==> src/vfr_pkg.sv <==
`default_nettype none
package vfr_pkg;
   // ----------------------------------------------------------------
   // register map (byte addresses)
   // ----------------------------------------------------------------
   localparam logic [7:0] A_FMAX   = 8'h00;
   localparam logic [7:0] A_FMIN   = 8'h04;
   localparam logic [7:0] A_MIN_OUT_VOLT   = 8'h08;
   localparam logic [7:0] A_UPCT   = 8'h0c;
   localparam logic [7:0] A_LPCT   = 8'h10;
   localparam logic [7:0] A_ACC1   = 8'h14;
   localparam logic [7:0] A_DEC1   = 8'h18;
   localparam logic [7:0] A_ACC2   = 8'h1c;
   localparam logic [7:0] A_DEC2   = 8'h20;
   localparam logic [7:0] A_TUNIT  = 8'h24;
   localparam logic [7:0] A_JACC   = 8'h28;
   localparam logic [7:0] A_JDEC   = 8'h2c;
   localparam logic [7:0] A_JFREQ  = 8'h30;
   localparam logic [7:0] A_AUTO   = 8'h34;
   localparam logic [7:0] A_SACC   = 8'h38;
   localparam logic [7:0] A_SDEC   = 8'h3c;
   localparam logic [7:0] A_CMD    = 8'h40;
   localparam logic [7:0] A_CTRL   = 8'h44;
   localparam logic [7:0] A_TFUNC  = 8'h48;
   localparam logic [7:0] A_STATUS = 8'h4c;
   localparam logic [7:0] A_OFREQ  = 8'h50;
   // ----------------------------------------------------------------
   // reset values and legal ranges
   // ----------------------------------------------------------------
   localparam logic [15:0] R_FMAX    = 16'h1770;
   localparam logic [15:0] R_FMIN    = 16'h0096;
   localparam logic [15:0] R_MIN_OUT_VOLT_LO = 16'h0064;
   localparam logic [15:0] R_MIN_OUT_VOLT_HI = 16'h00c8;
   localparam logic [15:0] R_UPCT    = 16'h044c;
   localparam logic [15:0] R_TIME    = 16'h0064;
   localparam logic [15:0] R_JTIME   = 16'h000a;
   localparam logic [15:0] R_JFREQ   = 16'h0258;
   localparam logic [15:0] FMAX_LO   = 16'h1388;
   localparam logic [15:0] F_HI      = 16'hea60;
   localparam logic [15:0] FMIN_LO   = 16'h000a;
   localparam logic [15:0] ONE       = 16'h0001;
   localparam logic [15:0] MAX_OUT_VOLT_LO   = 16'h09f6;
   localparam logic [15:0] MAX_OUT_VOLT_HI   = 16'h13ec;
   localparam logic [15:0] PCT_HI    = 16'h04b0;
   localparam logic [15:0] T_HI_C    = 16'h1770;
   localparam logic [15:0] T_HI_F    = 16'hea60;
   localparam logic [15:0] S_HI_C    = 16'h0064;
   localparam logic [15:0] S_HI_F    = 16'h03e8;
   localparam logic [15:0] AUTO_HI   = 16'h0004;
   localparam logic [15:0] CTRL_HI   = 16'h0003;
   localparam logic [15:0] TFUNC_HI  = 16'h00ff;
   localparam logic [31:0] PCT_DIV   = 32'h0000_03e8;
   localparam logic [3:0]  FUNC_JOG   = 4'h6;
   localparam logic [3:0]  FUNC_RAMP2 = 4'h7;
   localparam logic [2:0]  AUTO_LIN  = 3'h0;
   localparam logic [2:0]  AUTO_ACC  = 3'h1;
   localparam logic [2:0]  AUTO_DEC  = 3'h2;
   localparam logic [2:0]  AUTO_LOAD = 3'h3;
   localparam logic [2:0]  AUTO_SET  = 3'h4;
   localparam logic [1:0]  RESP_OK   = 2'h0;
   localparam logic [1:0]  RESP_ERR  = 2'h2;
   // ----------------------------------------------------------------
   // timing
   // ----------------------------------------------------------------
   localparam int CLK_MHZ      = 125;
   localparam int FINE_UNIT_US = 10000;
   localparam int UNIT_RATIO   = 10;
   localparam int SUB_SHIFT    = 16;
   // ----------------------------------------------------------------
   // types
   // ----------------------------------------------------------------
   typedef enum logic [3:0] {
      ST_STOP = 4'b0001,
      ST_RUN  = 4'b0010,
      ST_JOG  = 4'b0100,
      ST_JDN  = 4'b1000
   } vfr_state_t;
   typedef struct packed {
      logic        awvalid;
      logic [7:0]  awaddr;
      logic        wvalid;
      logic [31:0] wdata;
      logic [3:0]  wstrb;
      logic        bready;
      logic        arvalid;
      logic [7:0]  araddr;
      logic        rready;
   } vfr_axi_req_t;
   typedef struct packed {
      logic        awready;
      logic        wready;
      logic        bvalid;
      logic [1:0]  bresp;
      logic        arready;
      logic        rvalid;
      logic [31:0] rdata;
      logic [1:0]  rresp;
   } vfr_axi_rsp_t;
endpackage
`default_nettype wire

==> src/vfr_ramp_gen.sv <==
// Functional notes
// - minimum frequency 0.10..600.0 Hz, default 1.50
// - minimum voltage range and default per series
// - upper limit is fmax times percent over 1000 (0.1 % units)
// - lower limit is fmax times percent over 1000 (0.1 % units)
// - output frequency above upper limit is clamped to it on the next cycle
// - below lower limit clamps; below minimum, no output
// - two time pairs, terminal function 7 selects second
// - time unit 0 is 0.1 s, 1 is 0.01 s
// - accel time spans 0 Hz to fmax
// - decel time spans fmax to 0 Hz
// - jog ramps from minimum to jog frequency
// - jog release ramps down with jog decel time
// - jog only from stop; run ignored while jogging
// - auto ramp modes 0 to 4
// - mode 4 never faster than set times
// - s-curve zero disables, up to 10.0 enables
// - accel total equals accel time plus s-curve
// - decel total equals decel time plus s-curve
//
// Register access over AXI4-Lite and the address map were chosen for this implementation.
`timescale 1ns/1ps
`default_nettype none
module vfr_ramp_gen #(
   parameter bit HIGH_V        = 1'b0,
   parameter int FINE_UNIT_CYC = vfr_pkg::FINE_UNIT_US * vfr_pkg::CLK_MHZ
) (
   input  wire logic                  clk_i,
   input  wire logic                  rst_b_i,
   input  wire vfr_pkg::vfr_axi_req_t axi_req_i,
   output var  vfr_pkg::vfr_axi_rsp_t axi_rsp_o,
   input  wire logic [1:0]            multi_input_terminal_i,
   input  wire logic                  load_limit_i,
   output var  logic [15:0]           freq_o,
   output var  logic                  out_en_o,
   output var  logic                  dir_o
);
   import vfr_pkg::*;

   localparam logic [31:0] FINE_DIV   = 32'(FINE_UNIT_CYC >> SUB_SHIFT);
   localparam logic [31:0] COARSE_DIV = 32'((FINE_UNIT_CYC * UNIT_RATIO) >> SUB_SHIFT);
   localparam logic [15:0] MIN_OUT_VOLT_HI    = HIGH_V ? MAX_OUT_VOLT_HI : MAX_OUT_VOLT_LO;

   if (FINE_UNIT_CYC < (1 << SUB_SHIFT)) begin : g_chk
      $error("FINE_UNIT_CYC too small for the sub-tick divider");
   end

   // ----------------------------------------------------------------
   // state
   // ----------------------------------------------------------------
   typedef struct packed {
      vfr_axi_rsp_t rsp;
      logic         aw_have;
      logic [7:0]   awa;
      logic         w_have;
      logic [31:0]  wd;
      logic [3:0]   ws;
      logic [15:0]  fmax, fmin, min_out_volt, upct, lpct;
      logic [15:0]  acc1, dec1, acc2, dec2;
      logic         tunit;
      logic [15:0]  jacc, jdec, jfreq;
      logic [2:0]   auto;
      logic [15:0]  sacc, sdec, cmd;
      logic         run, dir;
      logic [7:0]   tfunc;
      logic [2:0]   s1, s2, s3, f;
      vfr_state_t   st;
      logic [15:0]  upper, lower, tgt, freq;
      logic         out_en, ramping, sel2;
      logic [32:0]  acc;
      logic [31:0]  div;
   } vfr_s_t;

   function automatic vfr_s_t rst_val();
      vfr_s_t r;
      r             = '0;
      r.rsp.awready = 1'b1;
      r.rsp.wready  = 1'b1;
      r.rsp.arready = 1'b1;
      r.fmax        = R_FMAX;
      r.fmin        = R_FMIN;
      r.min_out_volt        = HIGH_V ? R_MIN_OUT_VOLT_HI : R_MIN_OUT_VOLT_LO;
      r.upct        = R_UPCT;
      // limits leave reset already matching the reset percentages
      r.upper       = 16'((32'(R_FMAX) * 32'(R_UPCT)) / PCT_DIV);
      r.acc1        = R_TIME;
      r.dec1        = R_TIME;
      r.acc2        = R_TIME;
      r.dec2        = R_TIME;
      r.jacc        = R_JTIME;
      r.jdec        = R_JTIME;
      r.jfreq       = R_JFREQ;
      r.st          = ST_STOP;
      return r;
   endfunction

   localparam vfr_s_t RST = rst_val();

   function automatic logic [31:0] rdreg(input vfr_s_t x, input logic [7:0] a);
      logic [31:0] v;
      v = 32'h0;
      case (a)
         A_FMAX:   v = {16'h0, x.fmax};
         A_FMIN:   v = {16'h0, x.fmin};
         A_MIN_OUT_VOLT:   v = {16'h0, x.min_out_volt};
         A_UPCT:   v = {16'h0, x.upct};
         A_LPCT:   v = {16'h0, x.lpct};
         A_ACC1:   v = {16'h0, x.acc1};
         A_DEC1:   v = {16'h0, x.dec1};
         A_ACC2:   v = {16'h0, x.acc2};
         A_DEC2:   v = {16'h0, x.dec2};
         A_TUNIT:  v = {31'h0, x.tunit};
         A_JACC:   v = {16'h0, x.jacc};
         A_JDEC:   v = {16'h0, x.jdec};
         A_JFREQ:  v = {16'h0, x.jfreq};
         A_AUTO:   v = {29'h0, x.auto};
         A_SACC:   v = {16'h0, x.sacc};
         A_SDEC:   v = {16'h0, x.sdec};
         A_CMD:    v = {16'h0, x.cmd};
         A_CTRL:   v = {30'h0, x.dir, x.run};
         A_TFUNC:  v = {24'h0, x.tfunc};
         A_STATUS: v = {24'h0, x.sel2, x.upct < x.lpct, x.ramping, x.out_en, x.st};
         A_OFREQ:  v = {16'h0, x.freq};
         default:  v = 32'h0;
      endcase
      return v;
   endfunction

   function automatic logic mapped(input logic [7:0] a);
      return (a <= A_OFREQ) && (a[1:0] == 2'h0);
   endfunction

   function automatic logic [31:0] merge(input logic [31:0] o, input logic [31:0] d,
                                         input logic [3:0] b);
      logic [31:0] m;
      m = o;
      for (int i = 0; i < 4; i++) begin
         if (b[i]) begin
            m[8*i +: 8] = d[8*i +: 8];
         end
      end
      return m;
   endfunction

   function automatic logic in_rng(input logic [31:0] v, input logic [15:0] lo,
                                   input logic [15:0] hi);
      return (v[31:16] == 16'h0) && (v[15:0] >= lo) && (v[15:0] <= hi);
   endfunction

   vfr_s_t      s;
   vfr_s_t      n;
   logic [31:0] mv;
   logic [15:0] thi;
   logic [15:0] shi;
   logic        ok;
   logic        jog_in;
   logic        ramp2;
   logic        up;
   logic        jogst;
   logic        auto_dir;
   logic        pause;
   logic [15:0] tsel;
   logic [15:0] ssel;
   logic [15:0] tgt_c;
   logic [32:0] thr;
   logic [32:0] acc_n;

   // ----------------------------------------------------------------
   // next state
   // ----------------------------------------------------------------
   always_comb begin
      n        = s;
      mv       = merge(rdreg(s, s.awa), s.wd, s.ws);
      thi      = s.tunit ? T_HI_F : T_HI_C;
      shi      = s.tunit ? S_HI_F : S_HI_C;
      ok       = 1'b0;
      // terminal inputs: change counts once second and third stage agree
      n.s1     = {load_limit_i, multi_input_terminal_i};
      n.s2     = s.s1;
      n.s3     = s.s2;
      n.f      = (~(s.s2 ^ s.s3) & s.s3) | ((s.s2 ^ s.s3) & s.f);

      // bus write channel
      if (axi_req_i.awvalid && s.rsp.awready) begin
         n.aw_have = 1'b1;
         n.awa     = axi_req_i.awaddr;
      end
      if (axi_req_i.wvalid && s.rsp.wready) begin
         n.w_have = 1'b1;
         n.wd     = axi_req_i.wdata;
         n.ws     = axi_req_i.wstrb;
      end
      if (s.rsp.bvalid && axi_req_i.bready) begin
         n.rsp.bvalid = 1'b0;
      end
      if (s.aw_have && s.w_have && !s.rsp.bvalid) begin
         n.aw_have = 1'b0;
         n.w_have  = 1'b0;
         case (s.awa)
            A_FMAX:  ok = in_rng(mv, FMAX_LO, F_HI);
            A_FMIN:  ok = in_rng(mv, FMIN_LO, F_HI);
            A_MIN_OUT_VOLT:  ok = in_rng(mv, ONE, MIN_OUT_VOLT_HI);
            A_UPCT:  ok = in_rng(mv, ONE, PCT_HI);
            A_LPCT:  ok = in_rng(mv, 16'h0, PCT_HI);
            A_ACC1, A_DEC1, A_ACC2, A_DEC2, A_JACC, A_JDEC: ok = in_rng(mv, ONE, thi);
            A_TUNIT: ok = in_rng(mv, 16'h0, ONE);
            A_JFREQ: ok = in_rng(mv, FMIN_LO, s.fmax);
            A_AUTO:  ok = in_rng(mv, 16'h0, AUTO_HI);
            A_SACC, A_SDEC: ok = in_rng(mv, 16'h0, shi);
            A_CMD:   ok = in_rng(mv, 16'h0, F_HI);
            A_CTRL:  ok = in_rng(mv, 16'h0, CTRL_HI);
            A_TFUNC: ok = in_rng(mv, 16'h0, TFUNC_HI);
            default: ok = 1'b0;
         endcase
         if (ok) begin
            case (s.awa)
               A_FMAX:  n.fmax  = mv[15:0];
               A_FMIN:  n.fmin  = mv[15:0];
               A_MIN_OUT_VOLT:  n.min_out_volt  = mv[15:0];
               A_UPCT:  n.upct  = mv[15:0];
               A_LPCT:  n.lpct  = mv[15:0];
               A_ACC1:  n.acc1  = mv[15:0];
               A_DEC1:  n.dec1  = mv[15:0];
               A_ACC2:  n.acc2  = mv[15:0];
               A_DEC2:  n.dec2  = mv[15:0];
               A_TUNIT: n.tunit = mv[0];
               A_JACC:  n.jacc  = mv[15:0];
               A_JDEC:  n.jdec  = mv[15:0];
               A_JFREQ: n.jfreq = mv[15:0];
               A_AUTO:  n.auto  = mv[2:0];
               A_SACC:  n.sacc  = mv[15:0];
               A_SDEC:  n.sdec  = mv[15:0];
               A_CMD:   n.cmd   = mv[15:0];
               A_CTRL: begin
                  n.run = mv[0];
                  n.dir = mv[1];
               end
               A_TFUNC: n.tfunc = mv[7:0];
               default: n.tfunc = s.tfunc;
            endcase
         end
         n.rsp.bvalid = 1'b1;
         n.rsp.bresp  = ok ? RESP_OK : RESP_ERR;
      end
      n.rsp.awready = !n.aw_have;
      n.rsp.wready  = !n.w_have;

      // bus read channel
      if (s.rsp.rvalid && axi_req_i.rready) begin
         n.rsp.rvalid = 1'b0;
      end
      if (axi_req_i.arvalid && s.rsp.arready) begin
         n.rsp.rvalid = 1'b1;
         n.rsp.rdata  = rdreg(s, axi_req_i.araddr);
         n.rsp.rresp  = mapped(axi_req_i.araddr) ? RESP_OK : RESP_ERR;
      end
      n.rsp.arready = !n.rsp.rvalid;

      // ----------------------------------------------------------------
      // limits and terminal decode
      // ----------------------------------------------------------------
      // upper limit
      n.upper = 16'((32'(s.fmax) * 32'(s.upct)) / PCT_DIV);
      n.lower = 16'((32'(s.fmax) * 32'(s.lpct)) / PCT_DIV);
      jog_in  = (s.f[0] && (s.tfunc[3:0] == FUNC_JOG)) || (s.f[1] && (s.tfunc[7:4] == FUNC_JOG));
      ramp2   = (s.f[0] && (s.tfunc[3:0] == FUNC_RAMP2))
              || (s.f[1] && (s.tfunc[7:4] == FUNC_RAMP2));
      n.sel2  = ramp2;

      // ----------------------------------------------------------------
      // operating state and target
      // ----------------------------------------------------------------
      tgt_c = 16'h0;
      case (s.st)
         ST_STOP: begin
            if (jog_in && (s.freq == 16'h0)) begin
               n.st = ST_JOG;
            end else if (s.run) begin
               n.st = ST_RUN;
            end
         end
         ST_RUN: begin
            if (!s.run && (s.freq == 16'h0)) begin
               n.st = ST_STOP;
            end
            if (!s.run || (s.cmd < s.fmin)) begin
               tgt_c = 16'h0;
            end else if (s.cmd < s.lower) begin
               tgt_c = s.lower;
            end else if (s.cmd > s.upper) begin
               tgt_c = s.upper;
            end else begin
               tgt_c = s.cmd;
            end
         end
         ST_JOG: begin
            if (!jog_in) begin
               n.st = ST_JDN;
            end
            tgt_c = (s.jfreq > s.upper) ? s.upper : s.jfreq;
         end
         ST_JDN: begin
            if (s.freq == 16'h0) begin
               n.st = ST_STOP;
            end
         end
         default: n.st = ST_STOP;
      endcase
      n.tgt = tgt_c;

      // ----------------------------------------------------------------
      // ramp
      // ----------------------------------------------------------------
      up       = s.freq < s.tgt;
      jogst    = (s.st == ST_JOG) || (s.st == ST_JDN);
      auto_dir = up ? ((s.auto == AUTO_ACC) || (s.auto >= AUTO_LOAD))
                    : ((s.auto == AUTO_DEC) || (s.auto >= AUTO_LOAD));
      if (jogst) begin
         tsel = up ? s.jacc : s.jdec;
      end else if (up) begin
         tsel = ramp2 ? s.acc2 : s.acc1;
      end else begin
         tsel = ramp2 ? s.dec2 : s.dec1;
      end
      ssel = (jogst || (auto_dir && (s.auto != AUTO_SET))) ? 16'h0 : (up ? s.sacc : s.sdec);
      thr  = {({1'b0, tsel} + {1'b0, ssel}), 16'h0};
      // auto pauses the ramp on load sense, but drops the s-curve in modes 1 to 3
      pause = auto_dir && (s.auto != AUTO_LIN) && s.f[2];
      acc_n = s.acc + {17'h0, s.fmax};

      if (s.div == 32'h0) begin
         n.div = (s.tunit ? FINE_DIV : COARSE_DIV) - 32'h1;
      end else begin
         n.div = s.div - 32'h1;
      end

      if (s.freq > s.upper) begin
         n.freq = s.upper;
         n.acc  = 33'h0;
      end else if (s.freq == s.tgt) begin
         n.acc = 33'h0;
      end else if (s.freq == 16'h0) begin
         n.freq = (s.fmin > s.tgt) ? s.tgt : s.fmin;
      end else if ((s.div == 32'h0) && !pause) begin
         if (acc_n >= thr) begin
            n.acc = acc_n - thr;
            if (up) begin
               n.freq = s.freq + 16'h1;
            end else if ((s.tgt == 16'h0) && (s.freq <= s.fmin)) begin
               n.freq = 16'h0;
            end else begin
               n.freq = s.freq - 16'h1;
            end
         end else begin
            n.acc = acc_n;
         end
      end
      n.out_en  = n.freq != 16'h0;
      n.ramping = n.freq != n.tgt;
   end

   always_ff @(posedge clk_i or negedge rst_b_i) begin
      if (!rst_b_i) begin
         s <= RST;
      end else begin
         s <= n;
      end
   end

   assign axi_rsp_o = s.rsp;
   assign freq_o    = s.freq;
   assign out_en_o  = s.out_en;
   assign dir_o     = s.dir;
endmodule // vfr_ramp_gen
`default_nettype wire

==> config.mk <==
export PLATFORM = sky130hd
export DESIGN_NAME = vfr_ramp_gen
export DESIGN_NICKNAME = d
export VERILOG_FILES = /design/src/vfr_pkg.sv /design/src/vfr_ramp_gen.sv
export SDC_FILE = /design/constraint.sdc
export NUM_CORES = 2
export LEC_CHECK = 0
export CORE_MARGIN = 3
export CORE_UTILIZATION = 55
export DETAILED_ROUTE_END_ITERATION = 12
export DONT_BUFFER_PORTS = 1
export MAX_ROUTING_LAYER = met4
export PLACE_DENSITY_LB_ADDON = 0.08
export RECOVER_POWER = 25
export SYNTH_ARGS = -nofsm -noshare
export SYNTH_HDL_FRONTEND = slang
export SYNTH_SLANG_ARGS = --single-unit
==> constraint.sdc <==
create_clock -name clk_i -period 28.3 [get_ports clk_i]
set_input_delay 5.66 -clock clk_i [delete_from_list [all_inputs] [get_ports clk_i]]
set_output_delay 5.66 -clock clk_i [all_outputs]
set_load 0.02 [all_outputs]
# Word level (Yosys, flattened, before mapping)
# Index checks and enable logic that the tools add are counted.
[word_totals]
reg_bits = 489
output_inout_bits = 59
word_cells = 284
[classes]
n_addsub = 7
n_mul = 2
div_mod_pow = 2
n_lt_le_gt_ge = 26
n_eq_ne = 58
muxes = 54
n_bitwise = 5
reduce_logical = 83
[ops]
columns = ["op", "n"]
rows = [
  ["16-bit one-hot mux with 21 select lines", 2],
  ["16-bit 2-to-1 mux", 20],
  ["33-bit 2-to-1 mux", 5],
  ["8-bit by 6-bit equality test with 1-bit output (second input constant)", 16],
  ["8-bit by 7-bit equality test with 1-bit output (second input constant)", 10],
  ["32-bit by 10-bit divider with 32-bit output (second input constant)", 2],
  ["8-bit by 5-bit equality test with 1-bit output (second input constant)", 8],
  ["16-bit greater-than comparator", 4],
  ["16-bit < comparator", 4],
  ["16-bit by 16-bit multiplier with 32-bit output", 2],
  ["3-bit AND reduction", 19],
  ["16-bit <= comparator", 3],
  ["16-bit zero test", 3],
  ["8-bit 2-to-1 mux", 5],
  ["37-bit 2-to-1 mux", 1],
  ["1-bit logical AND", 36],
  ["35-bit 2-to-1 mux", 1],
  ["33-bit by 16-bit adder with 33-bit output", 1],
  ["33-bit greater-or-equal comparator", 1],
  ["33-bit subtractor", 1],
  ["8-bit by 4-bit equality test with 1-bit output (second input constant)", 4],
  ["16-bit by 1-bit greater-or-equal comparator with 1-bit output (second input constant)", 2],
  ["32-bit zero test", 1],
  ["32-bit 2-to-1 mux", 1],
  ["other kinds (53)", 85],
]

# Depth between registers and ports, before layout
[depth]
word_depth = 14
mapped_depth = 89

# Least setup slack after synthesis
# No wires, ideal clock.
[synth_path]
path_kind = "reg2reg"
start = "register s[391] (netlist name)"
end = "register s[116] (netlist name)"
setup_time_ps = 110
arrival_time_ps = 20248
slack_ps = 7942
stages_incl_launch_ff = 78
synth_period_minus_slack_ps = 20358
cell_sequence = "dfstp_2 -> clkbuf_1 -> clkbuf_1 -> nand2_1 -> fa_1 -> inv_1 -> fa_1 -> fa_1 -> fa_1 -> fa_1 -> inv_1 -> fa_1 -> inv_1 -> ha_1 -> buf_4 -> a211oi_1 -> nor2_1 -> a2111oi_2 -> [... 42 more ...] -> a311o_4 -> a41oi_2 -> buf_6 -> o211ai_1 -> a211oi_1 -> mux2i_1 -> a311oi_1 -> or3_1 -> a31o_1 -> o31ai_4 -> nor2_1 -> a222oi_1 -> buf_4 -> nor3_1 -> o211a_1 -> o22ai_1 -> mux2_1 -> o41ai_1"
[synth_lines]
columns = ["element", "line", "source"]
rows = [
  ["from (decl)", "vfr_ramp_gen.sv:150", "vfr_s_t s;"],
  ["from (signal assigned)", "vfr_ramp_gen.sv:366", "s <= n;"],
]

==> out/summary.txt <==
Switching Fraction = 0.323
Root buffer cell = clkbuf_16
IO buf count = 0
Final period util = 0.882
Fillers = 10.0k
Area Overhead vs Synth = 4.97%
Wirelength per Cell = 25.2 µm
Die height = 340 µm
First-pass GRT wire length = 333 mm
Core Area = 110,000 µm²
Failing checks = max-capacitance violations, max-slew violations
Syn_area_per_cell = 8.51 µm²
Vias in the first global route = 54.7k
Hold violation count in the final report = 0
Slowest-stage cell, CP = dfstp_2
Critical Path Max Stage Delay = 1.04 ns
Number of core rows = 121
P_sw = 0.000616 W
Layout cells sized above 1 = 0.112
Resize count post-CTS = 0
Post-synthesis register bit count = 471
Post-DRT Antenna Nets = 0
PwrDens = 29.7 nW/µm²
FF/Latch Area = 11,800 µm²
Synth area leaders = dfrtp_1, fa_1, ha_1
Synth cell count leaders = nand2_1, inv_1, nor2_1
CP Launch Type = flip-flop
HPWL Detailed = 159 mm
Max VDD drop = 0.0375 mV
Via count = 56.4k
Peak Freq = 0.0401 GHz
I/O Pins = 121
Gp weighted congestion = 1.04
Clk pwr share = 0.420
Drt initial violations = 6,080
Die width = 340 µm
Crit Path Class = flip-flop to flip-flop
Share of power burned in registers = 0.397
Gate power share = 0.183
Clock Pin Slew Worst Setup and Hold Paths = 0.06 ns
Multi-input gate area = 45,300 µm²
Max Root-Sink Buffers = 3
Crit. End Element = flip-flop
CTS sink count = 471
Critical Path RT = 28.85 ns
RSZ-0062 raised after global routing = false
Post-Syn Instances = 7,200
Max-slew violations = 52
Post-synth EDFFs = 0
Sequential-to-total area share from yosys stat = 0.193
Overflow after GRT = 0
Worst hold path depth = 0
Total routed wirelength = 215 mm
CTS tree = done
Worst Skew = 0.0410 ns
Post-Route Utilization = 0.586
Post-route DRC = 0
CP max FO = 28
Main flop type after synthesis = dfrtp_1
Synth cell types = 163
Synth top area share = 0.173
Cell leakage power = 28.3 nW
CTS Buf Count = 56
Final net count = 7,874
Initial antenna violation count = 9
Most common cell in the synthesized netlist = nand2_1
Synth warn = 0
Power Total = 0.00191 W
Worst-Margin Slew = 1.77 ns
Register-to-Register Path Depth = 68
1st-pass router iterations = 11
GRT Util Overall = 0.378
Ys async rst share = 1.00
Post-route setup TNS = 0 ns
Largest net degree at the start of global routing = 472
Clock Latency Late Sink = 0.67 ns
Setup violations, final = 0
Arr. time, crit path = 25.50 ns
CTS HTree Levels = 2
Leading area contributor after synthesis = dfrtp_1
Crit-path most repeated cell = fa_1
Postcts setup bufs = 0
Via-to-Cell Ratio = 6.61
Mapped Area = 61,300 µm²
Max Cap Viol = 2
Max-slew headroom = -0.178
Outcome = finished with violations
Die area = 115,000 µm²
Tmin final = 24.95 ns
Starting Density = 0.558
Cts hold-fix bufs = 0
Min-delay worst type = flip-flop to flip-flop
Pint = 0.00129 W
## through the flow
stage	setup WS, ns	area [µm²]	std cells	hold WS, ns
final	3.35	64300	8522	0.356
after global routing	1.46	64300	8518	0.358
after CTS	3.69	64400	8515	0.354
after detailed placement	3.79	62300	8409	0.337
after global placement	4.11	62300	8409	0.343
after floorplan	7.94	61400	7217	0.331
## worst paths after layout
kind,from,endpoint,slack (ns)
max in group asynchronous,rst_b_i,s[130]$_DFF_PN0_,22.85
worst min register to register,n[143]$_DFF_PN0_,n[140]$_DFF_PN0_,0.36
min in group asynchronous,rst_b_i,s[54]$_DFFE_PN0P_,4.70
worst min-delay path,n[143]$_DFF_PN0_,n[140]$_DFF_PN0_,0.36
worst max-delay path,s[392]$_DFFE_PN1P_,s[116]$_DFF_PN0_,3.35
worst max register to register,s[392]$_DFFE_PN1P_,s[116]$_DFF_PN0_,3.35
## logic make-up (layout without fill, tap and decap cells)
kind of cell    Yosys count  count (layout)  synth area share
fa+ha+maj               834             834             0.218
xor+xnor                259             259            0.0380
compound gates         1866            1866             0.220
simple gates           2356            2356             0.189
other cells               1              25         0.0000612
flops                   471             471             0.193
buf+inv                1032             854            0.0703
mux                     381             381            0.0716
## registers in the layout (all words and copies together), names as in the netlist, named ones only
signal     count
freq_o        16
axi_rsp_o     23
out_en_o       1
s            421
n              6
dir_o          1
## layout by cell type, fill, tap and decap left out, types with 184 or more instances in the layout
cell type  count
a21oi_1      406
mux2_2       253
and2_1       224
ha_1         430
xnor2_1      184
fa_1         391
inv_1        599
nor2_1       515
nand2_1      725
dfrtp_1      423
o21ai_0      291
## power groups by stage
stage          Sequential (W)  Clock (W)  Combinational (W)
2_1_floorplan        0.000737          0           0.000217
3_3_place_gp         0.000767          0           0.000326
3_5_place_dp         0.000768          0           0.000332
4_1_cts              0.000756   0.000813           0.000333
5_1_grt              0.000762   0.000838           0.000364
6_report             0.000759   0.000802           0.000349
## layer usage
layer | up-vias | GRT usage | share of wire
met4 | 0 | 0.164 | 0.054
met3 | 649 | 0.0754 | 0.091
met5 | - | - | 0
li1 | 25300 | - | -
met2 | 2693 | 0.578 | 0.44
met1 | 27700 | 0.487 | 0.41
## cell type report
type	instances	share of cell area
multi-input cells	5714	0.705
flip-flops and latches	471	0.184
inverters	617	0.0360
well taps	1476	0.0287
clock buffers	72	0.0240
repair buffers	131	0.0150
clock inverters	34	0.00731
diodes	7	0.000272
## worst max-delay path: cells and delay by family (launching register included)
kind / cells / cell delay, ns
and+or+nand+nor: 17 / 5.10
xor gates and xnor gates: 1 / 0.93
AOI/OAI and AO/OA: 35 / 12.14
DFF: 1 / 1.04
adders and majority gates: 7 / 3.61
buffers and inverters: 3 / 0.15
muxes: 5 / 1.87
(Power assumes the default switching activity.)
